===== config.mk =====
export PLATFORM = sky130hd
export DESIGN_NAME = smipe_top
export DESIGN_NICKNAME = d
export VERILOG_FILES = /design/src/core/smipe_pkg.sv /design/src/core/smipe_top.sv
export VERILOG_INCLUDE_DIRS = /design/src /design/src/core
export SDC_FILE = /design/constraint.sdc
export NUM_CORES = 1
export LEC_CHECK = 0
export BUFFER_PORTS_ARGS = -buffer_cell sky130_fd_sc_hd__buf_4
export CAP_MARGIN = 20
export CORE_ASPECT_RATIO = 0.8
export CORE_MARGIN = 2
export CORE_UTILIZATION = 30
export DETAILED_ROUTE_END_ITERATION = 10
export GPL_TIMING_DRIVEN = 0
export MAX_ROUTING_LAYER = met4
export PLACE_DENSITY = 0.49
export REMOVE_ABC_BUFFERS = 1
export SLEW_MARGIN = 20
export SYNTH_ARGS = -nofsm -noshare
export SYNTH_HDL_FRONTEND = slang
export SYNTH_SLANG_ARGS = --single-unit
export TNS_END_PERCENT = 5

===== constraint.sdc =====
create_clock -name ref_clk -period 2.1 [get_ports ref_clk]
set_input_delay 0.315 -clock ref_clk [delete_from_list [all_inputs] [get_ports ref_clk]]
set_output_delay 0.315 -clock ref_clk [all_outputs]
set_load 0.01 [all_outputs]

===== src/core/smipe_defines.svh =====
// Offsets, field positions, reset values and constants of the SMI and power event block.
// How it works
// - Pins, events, IPIs, PM events raise SMI.
// - Sleep write with trap enabled raises SMI.
// - Trapped sleep write sets status bit two.
// - Rearm write drops the line and rearms.
// - Pending enabled status makes rearm read zero.
// - Status sets regardless; disabled sources never interrupt.
// - Rearm with enabled status pending waits for resume.
// - Button override in hardware, no status bit.
// - Memory marker set by software, cleared by power loss.
// - No throttling; control reads full duty only.
// - Halt enters C1; unmasked interrupt ends it.
// - Reading the C2 entry port enters C2.
// - C2 exit undoes entry steps in reverse.
// - Interrupt, NMI, SMI, init, pending break end C2.
// - Button alone wakes S4/S5, also S3, unrecorded.
// - Alarm wakes S3 when enable bit ten set.
// - Root-port wakes need bit seventeen for S3.
// - Bit fourteen enables resume-well pin wake.
// - Bit thirteen enables external event wake.
// - Sleep request sits at control word bit thirteen.
`ifndef SMIPE_DEFINES_SVH
`define SMIPE_DEFINES_SVH

// ----------------------------------------------------------------
// Register indices as printed and byte addresses (base + 4 * index)
// ----------------------------------------------------------------
`define SMIPE_IDX_GPE_WAKE   8'h04
`define SMIPE_IDX_SMI_EN     8'h10
`define SMIPE_IDX_SMI_STS    8'h14
`define SMIPE_IDX_MARKER     8'h2C
`define SMIPE_IDX_PM1_WAKE   8'h02
`define SMIPE_IDX_PWR_CTRL   8'h04
`define SMIPE_IDX_THROTTLE   8'h00
`define SMIPE_IDX_C2_ENTRY   8'h04
`define SMIPE_IDX_CORE_STATE 8'h08
`define SMIPE_BASE_EVENT     10'h000
`define SMIPE_BASE_POWER     10'h100
`define SMIPE_BASE_PROC      10'h200
`define SMIPE_ADDR(b, i)     ((b) + {(i), 2'b00})
`define SMIPE_ADDR_UNMAPPED  10'h3FC

// ----------------------------------------------------------------
// Field positions
// ----------------------------------------------------------------
`define SMIPE_SRC_LGPIO      0
`define SMIPE_SRC_GPE        1
`define SMIPE_SRC_SLEEP      2
`define SMIPE_SRC_IPI        3
`define SMIPE_SRC_PM         4
`define SMIPE_NUM_SRC        5
`define SMIPE_BIT_REARM      31
`define SMIPE_BIT_SLEEP_REQ  13
`define SMIPE_SLP_TYP_LSB    10
`define SMIPE_BIT_RTC_WAKE   10
`define SMIPE_BIT_PCIE_WAKE  17
`define SMIPE_BIT_GPIO_WAKE  14
`define SMIPE_BIT_EXTERNAL_EVENT_INPUT_WAKE  13
`define SMIPE_BIT_MARKER     0

// ----------------------------------------------------------------
// Reset and fixed values
// ----------------------------------------------------------------
`define SMIPE_RST_WORD       32'h0000_0000
`define SMIPE_RST_HALF       16'h0000
`define SMIPE_THROTTLE_FULL  32'h0000_0000

`endif


===== src/core/smipe_pkg.sv =====
// Types shared by the SMI and power event block.
package smipe_pkg;

  typedef enum logic [2:0] {
    IDLE_C0,
    IDLE_C1,
    IDLE_C2_STOP,
    IDLE_C2_GATED,
    IDLE_C2_UNGATE
  } smipe_idle_t;

  typedef struct packed {
    logic        lgpio;
    logic        gpe;
    logic        ipi;
    logic        pm;
  } smipe_src_t;

  typedef struct packed {
    logic        power_button;
    logic        rtc_alarm;
    logic        pcie_wake;
    logic        gpio_wake;
    logic        external_event_input;
  } smipe_wake_src_t;

  typedef struct packed {
    logic        irq_unmasked_active;
    logic        nmi_internal;
    logic        init_request;
    logic        pending_break_indication_n;
  } smipe_break_t;

endpackage


===== src/core/smipe_top.sv =====
// SMI generation, sleep trap, idle states and wake logic behind an AHB-Lite slave.
`include "smipe_defines.svh"

module smipe_top (
  // Clock and reset
  input  wire logic                   ref_clk,
  input  wire logic                   rst,
  // AHB-Lite slave
  input  wire logic                   hsel,
  input  wire logic [31:0]            haddr,
  input  wire logic [1:0]             htrans,
  input  wire logic                   hwrite,
  input  wire logic [2:0]             hsize,
  input  wire logic [31:0]            hwdata,
  input  wire logic                   hready,
  output logic      [31:0]            hrdata,
  output logic                        hreadyout,
  output logic                        hresp,
  // Event sources and core status
  input  wire smipe_pkg::smipe_src_t  smi_src,
  input  wire logic                   resume_exec,
  input  wire logic                   halt_instruction,
  input  wire smipe_pkg::smipe_break_t brk,
  // Sleep and wake
  input  wire logic                   in_s3,
  input  wire logic                   in_s45,
  input  wire smipe_pkg::smipe_wake_src_t wake_src,
  input  wire logic                   button_override_req,
  input  wire logic                   power_lost,
  // Core and power sequencer outputs
  output logic                        management_irq_line,
  output logic                        core_halted,
  output logic                        core_stop_req,
  output logic                        core_clk_gate,
  output logic                        sleep_go,
  output logic      [2:0]             sleep_type,
  output logic                        wake_req,
  output logic                        force_off
);

  // ----------------------------------------------------------------
  // State
  // ----------------------------------------------------------------
  typedef struct packed {
    logic [31:0]                      hrdata;
    logic                             hready;
    logic                             rd_pend;
    logic                             wr_pend;
    logic [9:0]                       addr;
    logic [31:0]                      smi_en;
    logic [`SMIPE_NUM_SRC-1:0]        smi_sts;
    logic                             armed;
    logic                             rearm_wait;
    logic                             smi_line;
    logic [31:0]                      gpe_wake_en;
    logic [15:0]                      pm1_wake_en;
    logic [2:0]                       slp_typ;
    logic                             sleep_go;
    logic                             marker;
    smipe_pkg::smipe_idle_t           idle;
    logic                             core_halt;
    logic                             core_stop;
    logic                             clk_gate;
    logic                             wake;
    logic                             force_off;
  } smipe_state_t;

  localparam logic [9:0] A_GPE_WAKE = `SMIPE_ADDR(`SMIPE_BASE_EVENT, `SMIPE_IDX_GPE_WAKE);
  localparam logic [9:0] A_SMI_EN   = `SMIPE_ADDR(`SMIPE_BASE_EVENT, `SMIPE_IDX_SMI_EN);
  localparam logic [9:0] A_SMI_STS  = `SMIPE_ADDR(`SMIPE_BASE_EVENT, `SMIPE_IDX_SMI_STS);
  localparam logic [9:0] A_MARKER   = `SMIPE_ADDR(`SMIPE_BASE_EVENT, `SMIPE_IDX_MARKER);
  localparam logic [9:0] A_PM1_WAKE = `SMIPE_ADDR(`SMIPE_BASE_POWER, `SMIPE_IDX_PM1_WAKE);
  localparam logic [9:0] A_PWR_CTRL = `SMIPE_ADDR(`SMIPE_BASE_POWER, `SMIPE_IDX_PWR_CTRL);
  localparam logic [9:0] A_THROTTLE = `SMIPE_ADDR(`SMIPE_BASE_PROC, `SMIPE_IDX_THROTTLE);
  localparam logic [9:0] A_C2_ENTRY = `SMIPE_ADDR(`SMIPE_BASE_PROC, `SMIPE_IDX_C2_ENTRY);
  localparam logic [9:0] A_CORE     = `SMIPE_ADDR(`SMIPE_BASE_PROC, `SMIPE_IDX_CORE_STATE);

  smipe_state_t q;
  smipe_state_t d;
  smipe_state_t rst_val;

  logic                               acc;
  logic                               wr_sts;
  logic                               rearm_wr;
  logic                               slp_wr;
  logic                               trap;
  logic                               pend;
  logic                               brk_c2;
  logic [`SMIPE_NUM_SRC-1:0]          set_v;
  logic [`SMIPE_NUM_SRC-1:0]          clr_v;
  logic [31:0]                        rd_val;

  // ----------------------------------------------------------------
  // Next state
  // ----------------------------------------------------------------
  always_comb begin
    d = q;
    d.sleep_go = 1'b0;
    d.wake = 1'b0;
    d.wr_pend = 1'b0;
    acc = hsel && htrans[1] && hready;
    wr_sts = q.wr_pend && (q.addr == A_SMI_STS);
    rearm_wr = wr_sts && hwdata[`SMIPE_BIT_REARM];
    slp_wr = q.wr_pend && (q.addr == A_PWR_CTRL) && hwdata[`SMIPE_BIT_SLEEP_REQ];
    trap = slp_wr && q.smi_en[`SMIPE_SRC_SLEEP];
    pend = |(q.smi_sts & q.smi_en[`SMIPE_NUM_SRC-1:0]);

    // Every source latches its status bit, enabled or not; a set in the clear cycle wins.
    set_v = {smi_src.pm, smi_src.ipi, slp_wr, smi_src.gpe, smi_src.lgpio};
    clr_v = wr_sts ? hwdata[`SMIPE_NUM_SRC-1:0] : '0;
    d.smi_sts = (q.smi_sts & ~clr_v) | set_v;

    // A trapped sleep request is withheld; firmware repeats it with the trap disabled.
    d.sleep_go = slp_wr && !q.smi_en[`SMIPE_SRC_SLEEP];

    // Register writes land in the data phase.
    if (q.wr_pend) begin
      unique case (q.addr)
        A_GPE_WAKE: d.gpe_wake_en = hwdata;
        A_SMI_EN:   d.smi_en = hwdata;
        A_PM1_WAKE: d.pm1_wake_en = hwdata[15:0];
        A_PWR_CTRL: d.slp_typ = hwdata[`SMIPE_SLP_TYP_LSB+2:`SMIPE_SLP_TYP_LSB];
        default:    d.slp_typ = q.slp_typ;
      endcase
    end

    // Marker only sets from software; power loss is its only clear.
    if (q.wr_pend && (q.addr == A_MARKER) && hwdata[`SMIPE_BIT_MARKER]) begin
      d.marker = 1'b1;
    end
    if (power_lost) begin
      d.marker = 1'b0;
    end

    // SMI arming: one request per handler, ended by the rearm write.
    if (rearm_wr) begin
      d.smi_line = 1'b0;
      if (pend) begin
        d.armed = 1'b0;
        d.rearm_wait = 1'b1;
      end else begin
        d.armed = 1'b1;
        d.rearm_wait = 1'b0;
      end
    end else if (q.rearm_wait && resume_exec) begin
      d.rearm_wait = 1'b0;
      d.armed = 1'b1;
    end else if (q.armed && pend) begin
      d.smi_line = 1'b1;
      d.armed = 1'b0;
    end

    // Bus: reads take one wait state so read data comes from a flop.
    if (q.rd_pend) begin
      d.hrdata = rd_val;
      d.hready = 1'b1;
      d.rd_pend = 1'b0;
    end else if (acc) begin
      d.addr = (|haddr[31:10]) ? `SMIPE_ADDR_UNMAPPED : haddr[9:0];
      d.wr_pend = hwrite;
      d.rd_pend = !hwrite;
      d.hready = hwrite;
    end

    // Idle states; entry and exit steps mirror each other.
    brk_c2 = brk.irq_unmasked_active || brk.nmi_internal || q.smi_line
             || brk.init_request || !brk.pending_break_indication_n;
    unique case (q.idle)
      smipe_pkg::IDLE_C0: begin
        if (acc && !hwrite && (haddr[9:0] == A_C2_ENTRY) && !(|haddr[31:10])) begin
          d.idle = smipe_pkg::IDLE_C2_STOP;
          d.core_stop = 1'b1;
        end else if (halt_instruction) begin
          d.idle = smipe_pkg::IDLE_C1;
          d.core_halt = 1'b1;
        end
      end
      smipe_pkg::IDLE_C1: begin
        if (brk.irq_unmasked_active) begin
          d.idle = smipe_pkg::IDLE_C0;
          d.core_halt = 1'b0;
        end
      end
      smipe_pkg::IDLE_C2_STOP: begin
        d.idle = smipe_pkg::IDLE_C2_GATED;
        d.clk_gate = 1'b1;
      end
      smipe_pkg::IDLE_C2_GATED: begin
        if (brk_c2) begin
          d.idle = smipe_pkg::IDLE_C2_UNGATE;
          d.clk_gate = 1'b0;
        end
      end
      smipe_pkg::IDLE_C2_UNGATE: begin
        d.idle = smipe_pkg::IDLE_C0;
        d.core_stop = 1'b0;
      end
    endcase

    // Wake: the button alone leaves S4/S5 and leaves no trace in any status register.
    if (in_s45) begin
      d.wake = wake_src.power_button;
    end else if (in_s3) begin
      d.wake = wake_src.power_button
               || (wake_src.rtc_alarm && q.pm1_wake_en[`SMIPE_BIT_RTC_WAKE])
               || (wake_src.pcie_wake && q.gpe_wake_en[`SMIPE_BIT_PCIE_WAKE])
               || (wake_src.gpio_wake && q.gpe_wake_en[`SMIPE_BIT_GPIO_WAKE])
               || (wake_src.external_event_input
                   && q.gpe_wake_en[`SMIPE_BIT_EXTERNAL_EVENT_INPUT_WAKE]);
    end

    // Override acts in hardware only and is not recorded.
    d.force_off = button_override_req;
  end

  // ----------------------------------------------------------------
  // Read mux
  // ----------------------------------------------------------------
  always_comb begin
    unique case (q.addr)
      A_GPE_WAKE: rd_val = q.gpe_wake_en;
      A_SMI_EN:   rd_val = q.smi_en;
      A_SMI_STS:  rd_val = {q.armed, 26'h0, q.smi_sts};
      A_MARKER:   rd_val = {31'h0, q.marker};
      A_PM1_WAKE: rd_val = {16'h0, q.pm1_wake_en};
      A_PWR_CTRL: rd_val = {18'h0, 1'b0, q.slp_typ, 10'h0};
      A_THROTTLE: rd_val = `SMIPE_THROTTLE_FULL;
      A_CORE:     rd_val = {29'h0, q.idle};
      default:    rd_val = 32'h0;
    endcase
  end

  // ----------------------------------------------------------------
  // Registers
  // ----------------------------------------------------------------
  always_comb begin
    rst_val = '0;
    rst_val.hready = 1'b1;
    rst_val.armed = 1'b1;
    rst_val.smi_en = `SMIPE_RST_WORD;
    rst_val.gpe_wake_en = `SMIPE_RST_WORD;
    rst_val.pm1_wake_en = `SMIPE_RST_HALF;
    rst_val.idle = smipe_pkg::IDLE_C0;
    // The marker lives in the power-loss domain, so a resume-well reset keeps it.
    rst_val.marker = q.marker && !power_lost;
  end

  always_ff @(posedge ref_clk) begin
    if (rst) begin
      q <= rst_val;
    end else begin
      q <= d;
    end
  end

  assign hrdata = q.hrdata;
  assign hreadyout = q.hready;
  assign hresp = 1'b0;
  assign management_irq_line = q.smi_line;
  assign core_halted = q.core_halt;
  assign core_stop_req = q.core_stop;
  assign core_clk_gate = q.clk_gate;
  assign sleep_go = q.sleep_go;
  assign sleep_type = q.slp_typ;
  assign wake_req = q.wake;
  assign force_off = q.force_off;
endmodule


==> impl_metrics.csv <==
group,metric,value,unit
synthesis,synthFlopType,"dfxtp_1",
grt,antenna_found_initial,0,
clocking,postCtsHoldBufs,0,
setup_path,crit_path_start_kind,"register",
floorplanning,core_area,19800,µm²
route,firstDrtPassIters,6,
placement,place_congestion,0.7536,
floorplanning,die_width,162.8,µm
sta,worstMarginPinSlew,0.8850,ns
placement,io_buffers,131,
final_layout,fill_cells,2045,
worst_hold_path,min_path_type,"input pin to register",
route,ant_nets,0,
setup_path,end_kind,"register",
clocking,h-tree-depth,4,
synthesis,post_synth.cell_area_avg,8.212,µm²
placement,dpl.hpwl,11810,µm
clocking,ctsRootBufferMaster,"clkbuf_16",
synthesis,ys_ff_latch,146,
grt,overflow,0,
final_layout,area_growth,32.60,%
clocking,cts_buffers,17,
grt,grt_pass1_vias,5121,
setup_path,path_cells,"or4b_4 -> nor2b_4 -> a311oi_4 -> o311ai_4 -> buf_6 -> buf_12 -> o21ai_1",
setup_path,path_buf_inv,2,
setup_path,max_stage_delay,0.52,ns
outcome,status,"finished with violations",
sta,relSlewSlack,0.4045,
clocking,clk_pin_slew,0.06,ns
synthesis,netlist_instances,737,
synthesis,ys_async_sr_fraction,0,
grt,grt_pass1_wl,28380,µm
sta,finalClockSkew,0.008566,ns
floorplanning,top_level_ports,137,
clocking,clk_latency,0.42,ns
route,drc,0,
power_and_ir_drop,leakagePower,0.002918,µW
sta,setup_ws,-0.02609,ns
synthesis,synthDistinctLibCells,49,
setup_path,crit_fanout,9,
sta,hold_slack,0.09039,ns
setup_path,crit_family,"simple AND/OR/NAND/NOR gates",
setup_path,cp.arrival,2.48,ns
grt,grtUsageTotal,0.1787,
setup_path,crit_type,"register to register",
sta,rsz0062_at_grt,"yes",
power_and_ir_drop,cellPowerDensity,773.0,nW/µm²
synthesis,synth-edff-count,1,
route,drtIter0Drc,413,
floorplanning,dieHeight,131.0,µm
setup_path,crit_required,2.46,ns
sta,fin_crit_sh,1.012,
final_layout,n_antenna_cell,0,
floorplanning,die_area,21330,µm²
sta,fin_crit,2.126,ns
outcome,violations,"setup timing",
sta,setup_viol,17,
power_and_ir_drop,fin_total_pwr,6204,µW
sta,hold_viol_final,0,
synthesis,synth.yosys.warnings,0,
clocking,cts_buffer_depth,2,
placement,post-place-ws,-0.8700,ns
route,drt-total-wl,18500,µm
clocking,cts_sinks,146,
setup_path,slowest_stage,"or4b_4",
route,drt-wirelength-per-cell,16.65,µm
route,via_count,5418,
final_layout,final_util,0.4053,
route,drt-vias-per-instance,4.877,
final_layout,drive_above_1_share,0.2893,
run,drv_cap,0,
final_layout,finalNetCount,927,
synthesis,seq_area_frac_synth,0.4846,
synthesis,syn_area,6052,µm²
power_and_ir_drop,ir_worst_vdd,0.4595,mV
clocking,cts_tree,"done",
floorplanning,initial_core_util,0.3057,
floorplanning,num_rows,46,
sta,drv_slew,0,
final_layout,final_common_cell,"nand2_1",
grt,grt_start_max_net_pins,103,
sta,fmax,470.3,MHz
final_layout,layout_common_cells,"nand2_1, buf_4, dfxtp_1",
-- Yosys cell counts, types with 4 or more instances --
cell type,number,share of area
a21oi_1,104,0.086
a222oi_1,15,0.025
a22o_1,4,0.0058
a22oi_1,21,0.026
a32oi_1,4,0.0058
and2_1,4,0.0041
and3_1,6,0.0062
buf_2,11,0.0091
buf_4,41,0.051
clkbuf_1,28,0.017
dfxtp_1,145,0.48
inv_1,13,0.0081
mux2i_1,5,0.0083
nand2_1,213,0.13
nor2_1,21,0.013
nor3_1,9,0.0074
nor4_1,10,0.010
o21ai_0,9,0.0074
o21ai_1,29,0.024
-- cell type report --
class,instances,area (µm²),share of cell area
well taps,264,330.3,0.04116
repair buffers,159,1324,0.1650
multi-input cells,497,2798,0.3486
flip-flops and latches,146,2947,0.3672
inverters,13,48.80,0.006080
clock inverters,13,135.1,0.01684
clock buffers,19,442.9,0.05519
-- worst paths after layout --
path                                   end  slack [ns]       start  cells past startpoint
worst min register to register  hrdata[20]        0.45  hrdata[20]                      2
worst max-delay path            hrdata[31]       -0.03      q[107]                      7
worst min-delay path                q[112]        0.09      hwrite                      2
worst max register to register  hrdata[31]       -0.03      q[107]                      7
-- per-layer routing --
metal,up-vias,track usage,wire [µm]
met1,2559,0.2341,8820
met2,127,0.2817,8761
met3,13,0.03693,784
li1,2719,-,-
met5,-,-,0
met4,0,0.04945,134
-- where the power goes --
| part | switching [µW] | internal (µW) | total, µW |
|---|---|---|---|
| combinational | 207 | 185 | 392 |
| clock | 1210 | 1780 | 2990 |
| sequential | 26.8 | 2800 | 2820 |
-- state kept, by name, summed over array words and instances, names as in the netlist --
name	cells
wake_req	1
core_stop_req	1
q	103
sleep_go	1
core_clk_gate	1
force_off	1
hrdata	32
management_irq_line	1
hreadyout	1
core_halted	1
sleep_type	3
-- kinds of logic after synthesis --
logic type | Yosys count | share of synthesized area
simple gates | 290 | 0.2144
compound gates | 197 | 0.1974
flops | 146 | 0.4846
buf+inv | 95 | 0.08911
mux | 8 | 0.01385
other cells | 1 | 0.0006196
-- through the flow --
step / instance area [µm²] / std cells / TNS [ns]
floorplan: 5562 / 655 / -49.85
detailed placement: 7086 / 1062 / -75.12
CTS: 7811 / 1103 / -0.2716
global placement: 6875 / 1050 / -211.39
finish: 8025 / 1111 / -0.2269
global route: 8025 / 1111 / -3.160
-- worst register-to-register path, cell delays in order (launching register included) --
cell      delay (ns)
dfxtp_1         0.39
or4b_4          0.52
nor2b_4         0.16
a311oi_4        0.38
o311ai_4        0.16
buf_6           0.20
buf_12          0.15
o21ai_1         0.12
-- what timing repair did --
action                                  4_1_cts  5_1_grt
pin swaps                                     6       24
endpoints found under the setup margin      120      112
gates cloned                                  0        2
setup buffers                                 9        5
resized for setup                            15       37
(Power assumes the default switching activity.)
